==> src/common/stat_err_consts.svh <==
`ifndef STAT_ERR_CONSTS_SVH
`define STAT_ERR_CONSTS_SVH

// Register byte offsets
`define OFS_LATE_COLL      12'h000
`define OFS_EXCESS_COLL    12'h004
`define OFS_TX_UNDERRUN    12'h008
`define OFS_CARRIER_ERR    12'h00c
`define OFS_RX_NO_BUFFER   12'h010
`define OFS_RX_OVERRUN     12'h014
`define OFS_RX_SYMBOL      12'h018
`define OFS_TOO_LONG       12'h01c
`define OFS_JABBER         12'h020
`define OFS_SHORT_FRAME    12'h024
`define OFS_HEARTBEAT_ERR  12'h028
`define OFS_LEN_MISMATCH   12'h02c
`define NUM_COUNTERS       12

// Counter widths and reset value
`define WIDTH_NARROW       8
`define WIDTH_WIDE         16
`define COUNT_RESET        16'h0000

// Frame length limits in bytes
`define LEN_MIN            14'h0040
`define LEN_MAX_STD        14'h05ee
`define LEN_MAX_BIG        14'h0600
`define TYPE_ID_MIN        16'h0600

// Configuration bit positions
`define CFG_BIG_FRAME_BIT  8
`define CFG_LEN_CHECK_BIT  16

// AHB transfer types
`define HTRANS_NONSEQ      2'b10

`endif

==> src/common/stat_err_pkg.sv <==
package stat_err_pkg;

    // Transmit outcome strobe group, one frame per pulse
    typedef struct packed {
        logic frame_done;
        logic late_collision;
        logic excess_collision;
        logic underrun;
        logic carrier_lost;
        logic heartbeat_missing;
    } tx_event_t;

    // Receive outcome strobe group with frame attributes
    typedef struct packed {
        logic        frame_done;
        logic        no_buffer;
        logic        overrun;
        logic        symbol_error;
        logic        crc_error;
        logic        odd_bits;
        logic [13:0] length;
        logic [15:0] length_type;
    } rx_event_t;

    // Bus phase tracking
    typedef enum logic [0:0] {
        PHASE_IDLE  = 1'b0,
        PHASE_WRITE = 1'b1
    } bus_phase_t;

endpackage

==> src/core/stat_err_counters.sv <==
`timescale 1ns/1ps
`include "stat_err_consts.svh"

// Function
// 8-bit late collision frame counter
// Late collision also pulses general collision
// 8-bit counter of sixteen-collision abandons
// 8-bit transmit underrun counter
// Underrun frame bumps no other counter
// 8-bit carrier sense error counter
// Carrier errors counted only in half duplex
// Carrier error touches no other counter
// 16-bit no-buffer receive drop counter
// 8-bit receive overrun counter
// 8-bit receive symbol error counter
// Symbol error adds CRC/align or jabber
// 8-bit clean too-long frame counter
// 8-bit errored too-long jabber counter
// 8-bit clean undersize frame counter
// 8-bit heartbeat test failure, half duplex
// 8-bit short-versus-length-field counter
// Length check only when enable bit set
// Type IDs and too-long frames excluded
// Big-frame bit raises limit to 1536
// Count by one; write loads value
module stat_err_counters #(
    parameter int NARROW_W = `WIDTH_NARROW,
    parameter int WIDE_W   = `WIDTH_WIDE
) (
    input  wire logic                  clk_in,
    input  wire logic                  resetn_in,
    input  wire logic                  hsel_in,
    input  wire logic [11:0]           haddr_in,
    input  wire logic [1:0]            htrans_in,
    input  wire logic                  hwrite_in,
    input  wire logic [2:0]            hsize_in,
    input  wire logic [31:0]           hwdata_in,
    input  wire logic                  hready_in,
    output logic      [31:0]           hrdata_out,
    output logic                       hreadyout_out,
    output logic                       hresp_out,
    input  wire logic [31:0]           net_config_in,
    input  wire logic                  half_duplex_in,
    input  wire stat_err_pkg::tx_event_t tx_event_in,
    input  wire stat_err_pkg::rx_event_t rx_event_in,
    output logic                       collision_pulse_out,
    output logic                       crc_error_pulse_out,
    output logic                       align_error_pulse_out
);
    import stat_err_pkg::*;

    localparam int N = `NUM_COUNTERS;

    logic [15:0]    count [N];
    logic [N-1:0]   bump;
    bus_phase_t     phase;
    logic [3:0]     wr_index;
    logic           wr_valid;
    logic [13:0]    len_limit;
    logic           big_frame;
    logic           len_check;
    logic           rx_errored;
    logic           rx_too_long;
    logic           rx_valid_len;
    logic           tx_clean;
    logic [4:0]     addr_dec;
    logic [N-1:0]   load;
    logic           rd_take;

    // Counter index from byte address, flag for unmapped word
    function automatic logic [4:0] decode(input logic [11:0] addr);
        logic [4:0] r;
        r = {1'b1, 4'h0};
        if (addr[11:6] == 6'h00 && addr[5:2] < 4'(N)) begin
            r = {1'b0, addr[5:2]};
        end
        return r;
    endfunction

    // Width per counter: only the no-buffer counter is wide
    function automatic logic [15:0] width_mask(input int idx);
        logic [15:0] m;
        m = 16'((32'h1 << NARROW_W) - 32'h1);
        if (idx == 4) begin
            m = 16'((32'h1 << WIDE_W) - 32'h1);
        end
        return m;
    endfunction

    // Frame qualification
    assign big_frame    = net_config_in[`CFG_BIG_FRAME_BIT];
    assign len_check    = net_config_in[`CFG_LEN_CHECK_BIT];
    assign len_limit    = big_frame ? `LEN_MAX_BIG : `LEN_MAX_STD;
    assign rx_errored   = rx_event_in.crc_error | rx_event_in.symbol_error;
    assign rx_too_long  = rx_event_in.length > len_limit;
    assign rx_valid_len = !rx_too_long && rx_event_in.length >= `LEN_MIN;
    assign tx_clean     = tx_event_in.frame_done && !tx_event_in.underrun;

    // Shared address decode and read request
    assign addr_dec = decode(haddr_in);
    assign rd_take  = hready_in && hsel_in && htrans_in == `HTRANS_NONSEQ && !hwrite_in;

    // Per-counter load strobe during a write data phase
    always_comb begin
        for (int k = 0; k < N; k++) begin
            load[k] = phase == PHASE_WRITE && wr_valid && wr_index == 4'(k);
        end
    end

    // Event strobes per counter
    always_comb begin
        bump     = '0;
        bump[0]  = tx_clean && tx_event_in.late_collision;
        bump[1]  = tx_clean && tx_event_in.excess_collision;
        bump[2]  = tx_event_in.frame_done && tx_event_in.underrun;
        bump[3]  = tx_clean && half_duplex_in && tx_event_in.carrier_lost
                   && !tx_event_in.late_collision && !tx_event_in.excess_collision;
        bump[4]  = rx_event_in.frame_done && rx_event_in.no_buffer;
        bump[5]  = rx_event_in.frame_done && rx_event_in.overrun;
        bump[6]  = rx_event_in.frame_done && rx_event_in.symbol_error;
        bump[7]  = rx_event_in.frame_done && rx_too_long && !rx_errored;
        bump[8]  = rx_event_in.frame_done && rx_too_long && rx_errored;
        bump[9]  = rx_event_in.frame_done && !rx_errored
                   && rx_event_in.length < `LEN_MIN;
        bump[10] = tx_clean && half_duplex_in && tx_event_in.heartbeat_missing;
        bump[11] = rx_event_in.frame_done && len_check && !rx_too_long
                   && rx_event_in.length_type < `TYPE_ID_MIN
                   && {2'b00, rx_event_in.length} < rx_event_in.length_type;
    end

    // Strobes handed to the counters that live elsewhere
    always_ff @(posedge clk_in) begin
        if (!resetn_in) begin
            collision_pulse_out   <= 1'b0;
            crc_error_pulse_out   <= 1'b0;
            align_error_pulse_out <= 1'b0;
        end else begin
            collision_pulse_out   <= tx_clean && tx_event_in.late_collision;
            crc_error_pulse_out   <= rx_event_in.frame_done && rx_valid_len
                                     && rx_errored && !rx_event_in.odd_bits;
            align_error_pulse_out <= rx_event_in.frame_done && rx_valid_len
                                     && rx_errored && rx_event_in.odd_bits;
        end
    end

    // AHB address phase capture for writes
    always_ff @(posedge clk_in) begin
        if (!resetn_in) begin
            phase    <= PHASE_IDLE;
            wr_index <= 4'h0;
            wr_valid <= 1'b0;
        end else if (hready_in) begin
            phase    <= PHASE_IDLE;
            wr_valid <= 1'b0;
            if (hsel_in && htrans_in == `HTRANS_NONSEQ && hwrite_in) begin
                phase    <= PHASE_WRITE;
                wr_index <= addr_dec[3:0];
                wr_valid <= !addr_dec[4];
            end
        end
    end

    // AHB read data registered at the address phase
    always_ff @(posedge clk_in) begin
        if (!resetn_in) begin
            hrdata_out <= 32'h0000_0000;
        end else if (hready_in) begin
            hrdata_out <= 32'h0000_0000;
            if (rd_take && !addr_dec[4]) begin
                hrdata_out <= {16'h0000, count[addr_dec[3:0]]};
                // Forward a write still in its data phase to the same word
                if (load[addr_dec[3:0]]) begin
                    hrdata_out <= {16'h0000, hwdata_in[15:0] & width_mask(int'(addr_dec[3:0]))};
                end
            end
        end
    end

    assign hreadyout_out = 1'b1;
    assign hresp_out     = 1'b0;

    // Counters: write loads, otherwise step by one and wrap
    generate
        for (genvar i = 0; i < N; i++) begin : g_cnt
            always_ff @(posedge clk_in) begin
                if (!resetn_in) begin
                    count[i] <= `COUNT_RESET;
                end else if (load[i]) begin
                    count[i] <= hwdata_in[15:0] & width_mask(i);
                end else if (bump[i]) begin
                    count[i] <= (count[i] + 16'h0001) & width_mask(i);
                end
            end
        end
    endgenerate

    // Assertions
    property p_underrun_alone;
        @(posedge clk_in) disable iff (!resetn_in)
        (tx_event_in.frame_done && tx_event_in.underrun) |-> !bump[0] && !bump[1]
            && !bump[3] && !bump[10] ##1 !collision_pulse_out;
    endproperty
    a_underrun_alone: assert property (p_underrun_alone) else $error("underrun bumped others");

    property p_late_double;
        @(posedge clk_in) disable iff (!resetn_in)
        bump[0] |=> collision_pulse_out;
    endproperty
    a_late_double: assert property (p_late_double) else $error("late collision not doubled");

    property p_carrier_full;
        @(posedge clk_in) disable iff (!resetn_in)
        (!half_duplex_in && !load[3]) |=> count[3] == $past(count[3]);
    endproperty
    a_carrier_full: assert property (p_carrier_full) else $error("carrier count in full duplex");

    property p_carrier_only;
        @(posedge clk_in) disable iff (!resetn_in)
        (tx_clean && tx_event_in.carrier_lost && !tx_event_in.late_collision)
            |=> !collision_pulse_out;
    endproperty
    a_carrier_only: assert property (p_carrier_only) else $error("carrier error side effect");

    property p_step_one;
        @(posedge clk_in) disable iff (!resetn_in)
        (bump[6] && !(phase == PHASE_WRITE && wr_valid))
            |=> count[6] == (($past(count[6]) + 16'h0001) & 16'h00ff);
    endproperty
    a_step_one: assert property (p_step_one) else $error("symbol count step wrong");

    property p_no_buf_wide;
        @(posedge clk_in) disable iff (!resetn_in)
        (bump[4] && count[4] == 16'h00ff && !(phase == PHASE_WRITE && wr_valid))
            |=> count[4] == 16'h0100;
    endproperty
    a_no_buf_wide: assert property (p_no_buf_wide) else $error("no-buffer not 16-bit");

    property p_len_check_off;
        @(posedge clk_in) disable iff (!resetn_in)
        (!len_check && !load[11]) |=> count[11] == $past(count[11]);
    endproperty
    a_len_check_off: assert property (p_len_check_off) else $error("length check while off");

    property p_type_excluded;
        @(posedge clk_in) disable iff (!resetn_in)
        ((rx_event_in.length_type >= `TYPE_ID_MIN || rx_too_long) && !load[11])
            |=> count[11] == $past(count[11]);
    endproperty
    a_type_excluded: assert property (p_type_excluded) else $error("type id counted");

    property p_limit;
        @(posedge clk_in) disable iff (!resetn_in)
        (rx_event_in.frame_done && rx_event_in.length == 14'h0600 && !rx_errored)
            |-> bump[7] == !big_frame;
    endproperty
    a_limit: assert property (p_limit) else $error("big frame limit wrong");

    property p_write_load;
        @(posedge clk_in) disable iff (!resetn_in)
        (phase == PHASE_WRITE && wr_valid && wr_index == 4'h0)
            |=> count[0] == ($past(hwdata_in[15:0]) & 16'h00ff);
    endproperty
    a_write_load: assert property (p_write_load) else $error("write did not load");

    property p_late_step;
        @(posedge clk_in) disable iff (!resetn_in)
        (bump[0] && !load[0]) |=> count[0] == (($past(count[0]) + 16'h0001) & 16'h00ff);
    endproperty
    a_late_step: assert property (p_late_step) else $error("late count step wrong");

    property p_excess_step;
        @(posedge clk_in) disable iff (!resetn_in)
        (bump[1] && !load[1]) |=> count[1] == (($past(count[1]) + 16'h0001) & 16'h00ff);
    endproperty
    a_excess_step: assert property (p_excess_step) else $error("excess step wrong");

    property p_under_step;
        @(posedge clk_in) disable iff (!resetn_in)
        (bump[2] && !load[2]) |=> count[2] == (($past(count[2]) + 16'h0001) & 16'h00ff);
    endproperty
    a_under_step: assert property (p_under_step) else $error("underrun step wrong");

    property p_under_late;
        @(posedge clk_in) disable iff (!resetn_in)
        (tx_event_in.frame_done && tx_event_in.underrun && !load[0])
            |=> count[0] == $past(count[0]);
    endproperty
    a_under_late: assert property (p_under_late) else $error("underrun moved late");

    property p_nobuf_step;
        @(posedge clk_in) disable iff (!resetn_in)
        (bump[4] && !load[4]) |=> count[4] == $past(count[4]) + 16'h0001;
    endproperty
    a_nobuf_step: assert property (p_nobuf_step) else $error("no-buffer step wrong");

    property p_ovr_step;
        @(posedge clk_in) disable iff (!resetn_in)
        (bump[5] && !load[5]) |=> count[5] == (($past(count[5]) + 16'h0001) & 16'h00ff);
    endproperty
    a_ovr_step: assert property (p_ovr_step) else $error("overrun step wrong");

    property p_hb_full;
        @(posedge clk_in) disable iff (!resetn_in)
        (!half_duplex_in && !load[10]) |=> count[10] == $past(count[10]);
    endproperty
    a_hb_full: assert property (p_hb_full) else $error("heartbeat in full duplex");

    property p_long_clean;
        @(posedge clk_in) disable iff (!resetn_in)
        (rx_event_in.frame_done && rx_too_long && !rx_errored && !load[7])
            |=> count[7] == (($past(count[7]) + 16'h0001) & 16'h00ff);
    endproperty
    a_long_clean: assert property (p_long_clean) else $error("too-long step wrong");

    property p_jab_step;
        @(posedge clk_in) disable iff (!resetn_in)
        (rx_event_in.frame_done && rx_too_long && rx_errored && !load[8])
            |=> count[8] == (($past(count[8]) + 16'h0001) & 16'h00ff);
    endproperty
    a_jab_step: assert property (p_jab_step) else $error("jabber step wrong");

    property p_short_bad;
        @(posedge clk_in) disable iff (!resetn_in)
        (rx_event_in.frame_done && rx_event_in.length < `LEN_MIN && rx_errored && !load[9])
            |=> count[9] == $past(count[9]);
    endproperty
    a_short_bad: assert property (p_short_bad) else $error("errored short counted");

    property p_long_nopulse;
        @(posedge clk_in) disable iff (!resetn_in)
        (rx_event_in.frame_done && rx_too_long)
            |=> !crc_error_pulse_out && !align_error_pulse_out;
    endproperty
    a_long_nopulse: assert property (p_long_nopulse) else $error("long frame pulsed");

    property p_crc_pulse;
        @(posedge clk_in) disable iff (!resetn_in)
        (rx_event_in.frame_done && rx_valid_len && rx_errored && !rx_event_in.odd_bits)
            |=> crc_error_pulse_out;
    endproperty
    a_crc_pulse: assert property (p_crc_pulse) else $error("crc pulse missing");

    property p_align_pulse;
        @(posedge clk_in) disable iff (!resetn_in)
        (rx_event_in.frame_done && rx_valid_len && rx_errored && rx_event_in.odd_bits)
            |=> align_error_pulse_out;
    endproperty
    a_align_pulse: assert property (p_align_pulse) else $error("align pulse missing");

    property p_coll_cause;
        @(posedge clk_in) disable iff (!resetn_in)
        collision_pulse_out |-> $past(bump[0]);
    endproperty
    a_coll_cause: assert property (p_coll_cause) else $error("stray collision pulse");

    property p_read_word;
        @(posedge clk_in) disable iff (!resetn_in)
        (rd_take && haddr_in == `OFS_LATE_COLL && !load[0])
            |=> hrdata_out == {16'h0000, $past(count[0])};
    endproperty
    a_read_word: assert property (p_read_word) else $error("read data wrong");

    property p_idle_zero;
        @(posedge clk_in) disable iff (!resetn_in)
        (hready_in && !rd_take) |=> hrdata_out == 32'h0000_0000;
    endproperty
    a_idle_zero: assert property (p_idle_zero) else $error("read data not cleared");

    c_late: cover property (@(posedge clk_in) disable iff (!resetn_in) bump[0]);
    c_jabber: cover property (@(posedge clk_in) disable iff (!resetn_in) bump[8]);
    c_mismatch: cover property (@(posedge clk_in) disable iff (!resetn_in) bump[11]);
    c_carry: cover property (@(posedge clk_in) disable iff (!resetn_in)
        bump[4] && count[4] == 16'h00ff);
    c_write: cover property (@(posedge clk_in) disable iff (!resetn_in)
        phase == PHASE_WRITE && wr_valid);

endmodule

==> config.mk <==
export PLATFORM = sky130hd
export DESIGN_NAME = stat_err_counters
export DESIGN_NICKNAME = d
export VERILOG_FILES = /design/src/common/stat_err_pkg.sv /design/src/core/stat_err_counters.sv
export VERILOG_INCLUDE_DIRS = /design/src /design/src/common
export SDC_FILE = /design/constraint.sdc
export NUM_CORES = 1
export LEC_CHECK = 0
export BUFFER_PORTS_ARGS = -buffer_cell sky130_fd_sc_hd__buf_2
export CAP_MARGIN = 20
export CORE_UTILIZATION = 41
export CTS_CLUSTER_DIAMETER = 30
export DETAILED_ROUTE_END_ITERATION = 8
export GPL_TIMING_DRIVEN = 1
export PLACE_DENSITY = 0.61
export REMOVE_ABC_BUFFERS = 1
export SYNTH_ARGS = -nofsm -noshare
export SYNTH_HDL_FRONTEND = slang
export SYNTH_SLANG_ARGS = --single-unit
==> constraint.sdc <==
create_clock -name clk_in -period 3.2 [get_ports clk_in]
set_clock_uncertainty 0.1 [all_clocks]
set_input_delay 0.16 -clock clk_in [delete_from_list [all_inputs] [get_ports clk_in]]
set_output_delay 0.16 -clock clk_in [all_outputs]
set_load 0.005 [all_outputs]
==> impl_metrics.csv <==
group,metric,value,unit
sta,rsz0062_at_grt,"false",
critical_path,crit_path_end_kind,"flop",
clock_network,cts_tree,"yes",
clock_network,cts_resized,0,
pwr,vdd_drop_max,0.269,mV
cells_and_area,final_area,10000,sq um
die,coreArea,20400,sq um
placement,gp_congestion,0.853,
detailed_routing,remaining_drc_errors,0,
critical_path,critPathBufInv,1,
cells_and_area,mostFrequentLayoutCells,"nand2_1, o21ai_0, edfxtp_1, buf_2, nand3_1",
clock_network,cts_buffer_depth,2,
die,rows,52,
placement,dp_hpwl,17300,um
cells_and_area,drive_gt1_share,16.1,%
sta,final_max_slew_viol_count,0,
sta,tns,0,ns
detailed_routing,ant_nets,0,
clock_network,clockRootBuffer,"clkbuf_16",
critical_path,cp_common_cell,"a32o_1",
placement,placed_area,9300,sq um
critical_path,cp_cell_sequence,"nor2b_1, a32o_1, a22o_1, a32o_1, buf_4, mux2i_1, o21ai_0",
cells_and_area,syn_to_final_growth,16.1,%
die,start_util,42.2,%
die,die_h,147,um
global_routing,track_usage,23.1,%
synthesis,ys_seq_area_share,42.0,%
detailed_routing,drt_iter0_markers,512,
clock_network,cts.sinks,129,
job,drv_cap,0,
synthesis,syn_avg_cell_area,9.32,sq um
die,io_pins,166,
die,die_area,21600,sq um
critical_path,crit_start,"wr_index[1]$_SDFFE_PN0P_",
critical_path,slowest_stage,"dfxtp_1",
critical_path,crit_type,"reg2reg",
global_routing,antenna_found_initial,0,
synthesis,yosysWarnings,0,
sta,worst_slew_pin_slew,0.794,ns
sta,finalHoldViolations,0,
min_path,hp-class,"in2reg",
clock_network,htree_levels,4,
outcome,status,"complete, no violations",
sta,maxSlewHeadroom,46.8,%
detailed_routing,first_pass_iters,5,
placement,io_buffers,96,
critical_path,path_max_fanout,18,
critical_path,max_stage_delay,0.59,ns
synthesis,yosysUniqueCellTypes,65,
critical_path,crit_family,"compound AO/OA/AOI/OAI gates",
detailed_routing,wl_per_cell,18.6,um
cells_and_area,n_antenna_cell,0,
critical_path,arrival,2.57,ns
die,die_w,147,um
sta,post-route-min-period,2.37,ns
sta,setup_viol,0,
cells_and_area,nets,1187,
global_routing,grt_pass1_vias,6956,
detailed_routing,viasPerCell,5.59,
critical_path,required,3.40,ns
sta,period_share,74.1,%
synthesis,synth_edf_count,104,
clock_network,cts_buffers,17,
pwr,powerDensity,438,nW/um^2
detailed_routing,wl,24400,um
pwr,p_leak,3.77,nW
clock_network,clk_latency,0.43,ns
critical_path,r2r-start,"wr_index[1]$_SDFFE_PN0P_",
global_routing,grt_pass1_wl,38300,um
synthesis,synth_cells,926,
synthesis,ys_async_sr_fraction,0,%
clock_network,clk_pin_slew,0.06,ns
min_path,hp-start,"tx_event_in[5]",
sta,max_freq,421,MHz
global_routing,grt_start_max_net_pins,32,
synthesis,synth_flop_cell,"edfxtp_1",
synthesis,syn_area,8630,sq um
cells_and_area,mostFrequentLayoutCell,"nand2_1",
critical_path,startpoint_type,"flop",
synthesis,ys_seq_elements,129,
detailed_routing,num_vias,7318,
global_routing,overflow,0,
[state kept, by name (all words and copies together), names as in the netlist]
signal and flops:
align_error_pulse_out 1, collision_pulse_out 1, wr_valid 1, crc_error_pulse_out 1
wr_index 4, count 104, phase 1, hrdata_out 16
[final cells by class]
| class | instances | area (sq um) |
|---|---|---|
| flip-flops and latches | 129 | 3620 |
| clock buffers | 26 | 564 |
| well taps | 270 | 338 |
| clock inverters | 6 | 36.3 |
| repair buffers | 122 | 706 |
| fillers | 1899 | 10400 |
| multi-input cells | 719 | 4610 |
| inverters | 36 | 135 |
[cells by family after synthesis]
group | Yosys count | share of synthesized area (%)
AO/OA/AOI/OAI | 198 | 14.1
XOR/XNOR | 82 | 8.32
adder cells (fa/ha/maj) | 33 | 4.79
buffers and inverters | 94 | 5.22
flip-flops | 129 | 42.0
multiplexers | 29 | 5.44
other | 2 | 0.0870
AND/OR/NAND/NOR | 359 | 20.0
[cell usage after synthesis (4+ instances only)]
master / instances / area, sq um
nor2b_1: 10 / 62.6
buf_4: 18 / 135
dfxtp_1: 25 / 500
inv_1: 36 / 135
nand4_1: 14 / 87.6
a21o_1: 4 / 30.0
o31ai_1: 7 / 52.6
nand2b_1: 8 / 50.1
xor2_1: 39 / 342
ha_1: 33 / 413
a22o_1: 6 / 52.6
edfxtp_1: 104 / 3120
and4_1: 6 / 52.6
mux2i_1: 12 / 120
o21ai_0: 105 / 526
xnor2_1: 43 / 377
and3_1: 18 / 113
o311ai_0: 6 / 52.6
o22ai_1: 6 / 37.5
nor3_1: 8 / 40.0
o211ai_1: 5 / 37.5
nor4_1: 4 / 25.0
nand3_1: 66 / 330
nand2_1: 159 / 597
mux4_2: 14 / 315
clkbuf_1: 27 / 101
a21oi_1: 23 / 115
a32oi_1: 9 / 78.8
o2bb2ai_1: 6 / 52.6
nor2_1: 43 / 161
buf_2: 9 / 45.0
[metrics by stage]
stage / utilization, % / setup slack, ns / instances / hold slack [ns] / power (mW)
2_1_floorplan: - / 0.796 / 884 / 0.139 / 2.22
5_1_grt: 49.0 / 0.656 / 1308 / 0.0556 / 4.53
4_1_cts: 49.0 / 0.887 / 1308 / 0.0378 / 4.40
6_report: 49.0 / 0.828 / 1308 / 0.0401 / 4.39
3_3_place_gp: 45.5 / 0.489 / 1264 / 0.244 / 2.44
3_5_place_dp: 45.5 / 0.461 / 1264 / 0.247 / 2.45
[path summary, 6_finish.rpt]
kind	to	slack, ns	depth (start not counted)
max	hrdata_out[13]$_SDFFE_PN0P_	0.83	7
min	collision_pulse_out$_SDFF_PN0_	0.04	2
max reg2reg	hrdata_out[13]$_SDFFE_PN0P_	0.83	7
min reg2reg	hrdata_out[15]$_SDFFE_PN0P_	0.35	2
[repair_timing]
action                                  in CTS  in global routing
endpoints found under the hold margin       22                  0
hold buffers                                12                  0
buffers inserted                             0                  0
endpoints found under the setup margin       0                  0
[power breakdown]
part	total (mW)	switching, mW	internal (mW)	leakage, nW
clock network	1.96	0.741	1.22	0.301
logic	0.455	0.267	0.188	2.17
registers	1.98	0.0865	1.89	1.29
total	4.39	1.09	3.30	3.77
[metal layers]
| layer | part of all wire [%] | global-route usage, % | wire, um |
|---|---|---|---|
| met1 | 45 | 31.1 | 11000 |
| met2 | 46 | 36.9 | 11100 |
| met3 | 6.8 | 4.13 | 1660 |
| met4 | 2.6 | 8.76 | 625 |
| met5 | 0 | 0 | 0 |
Power figures use the tool's default switching activity.
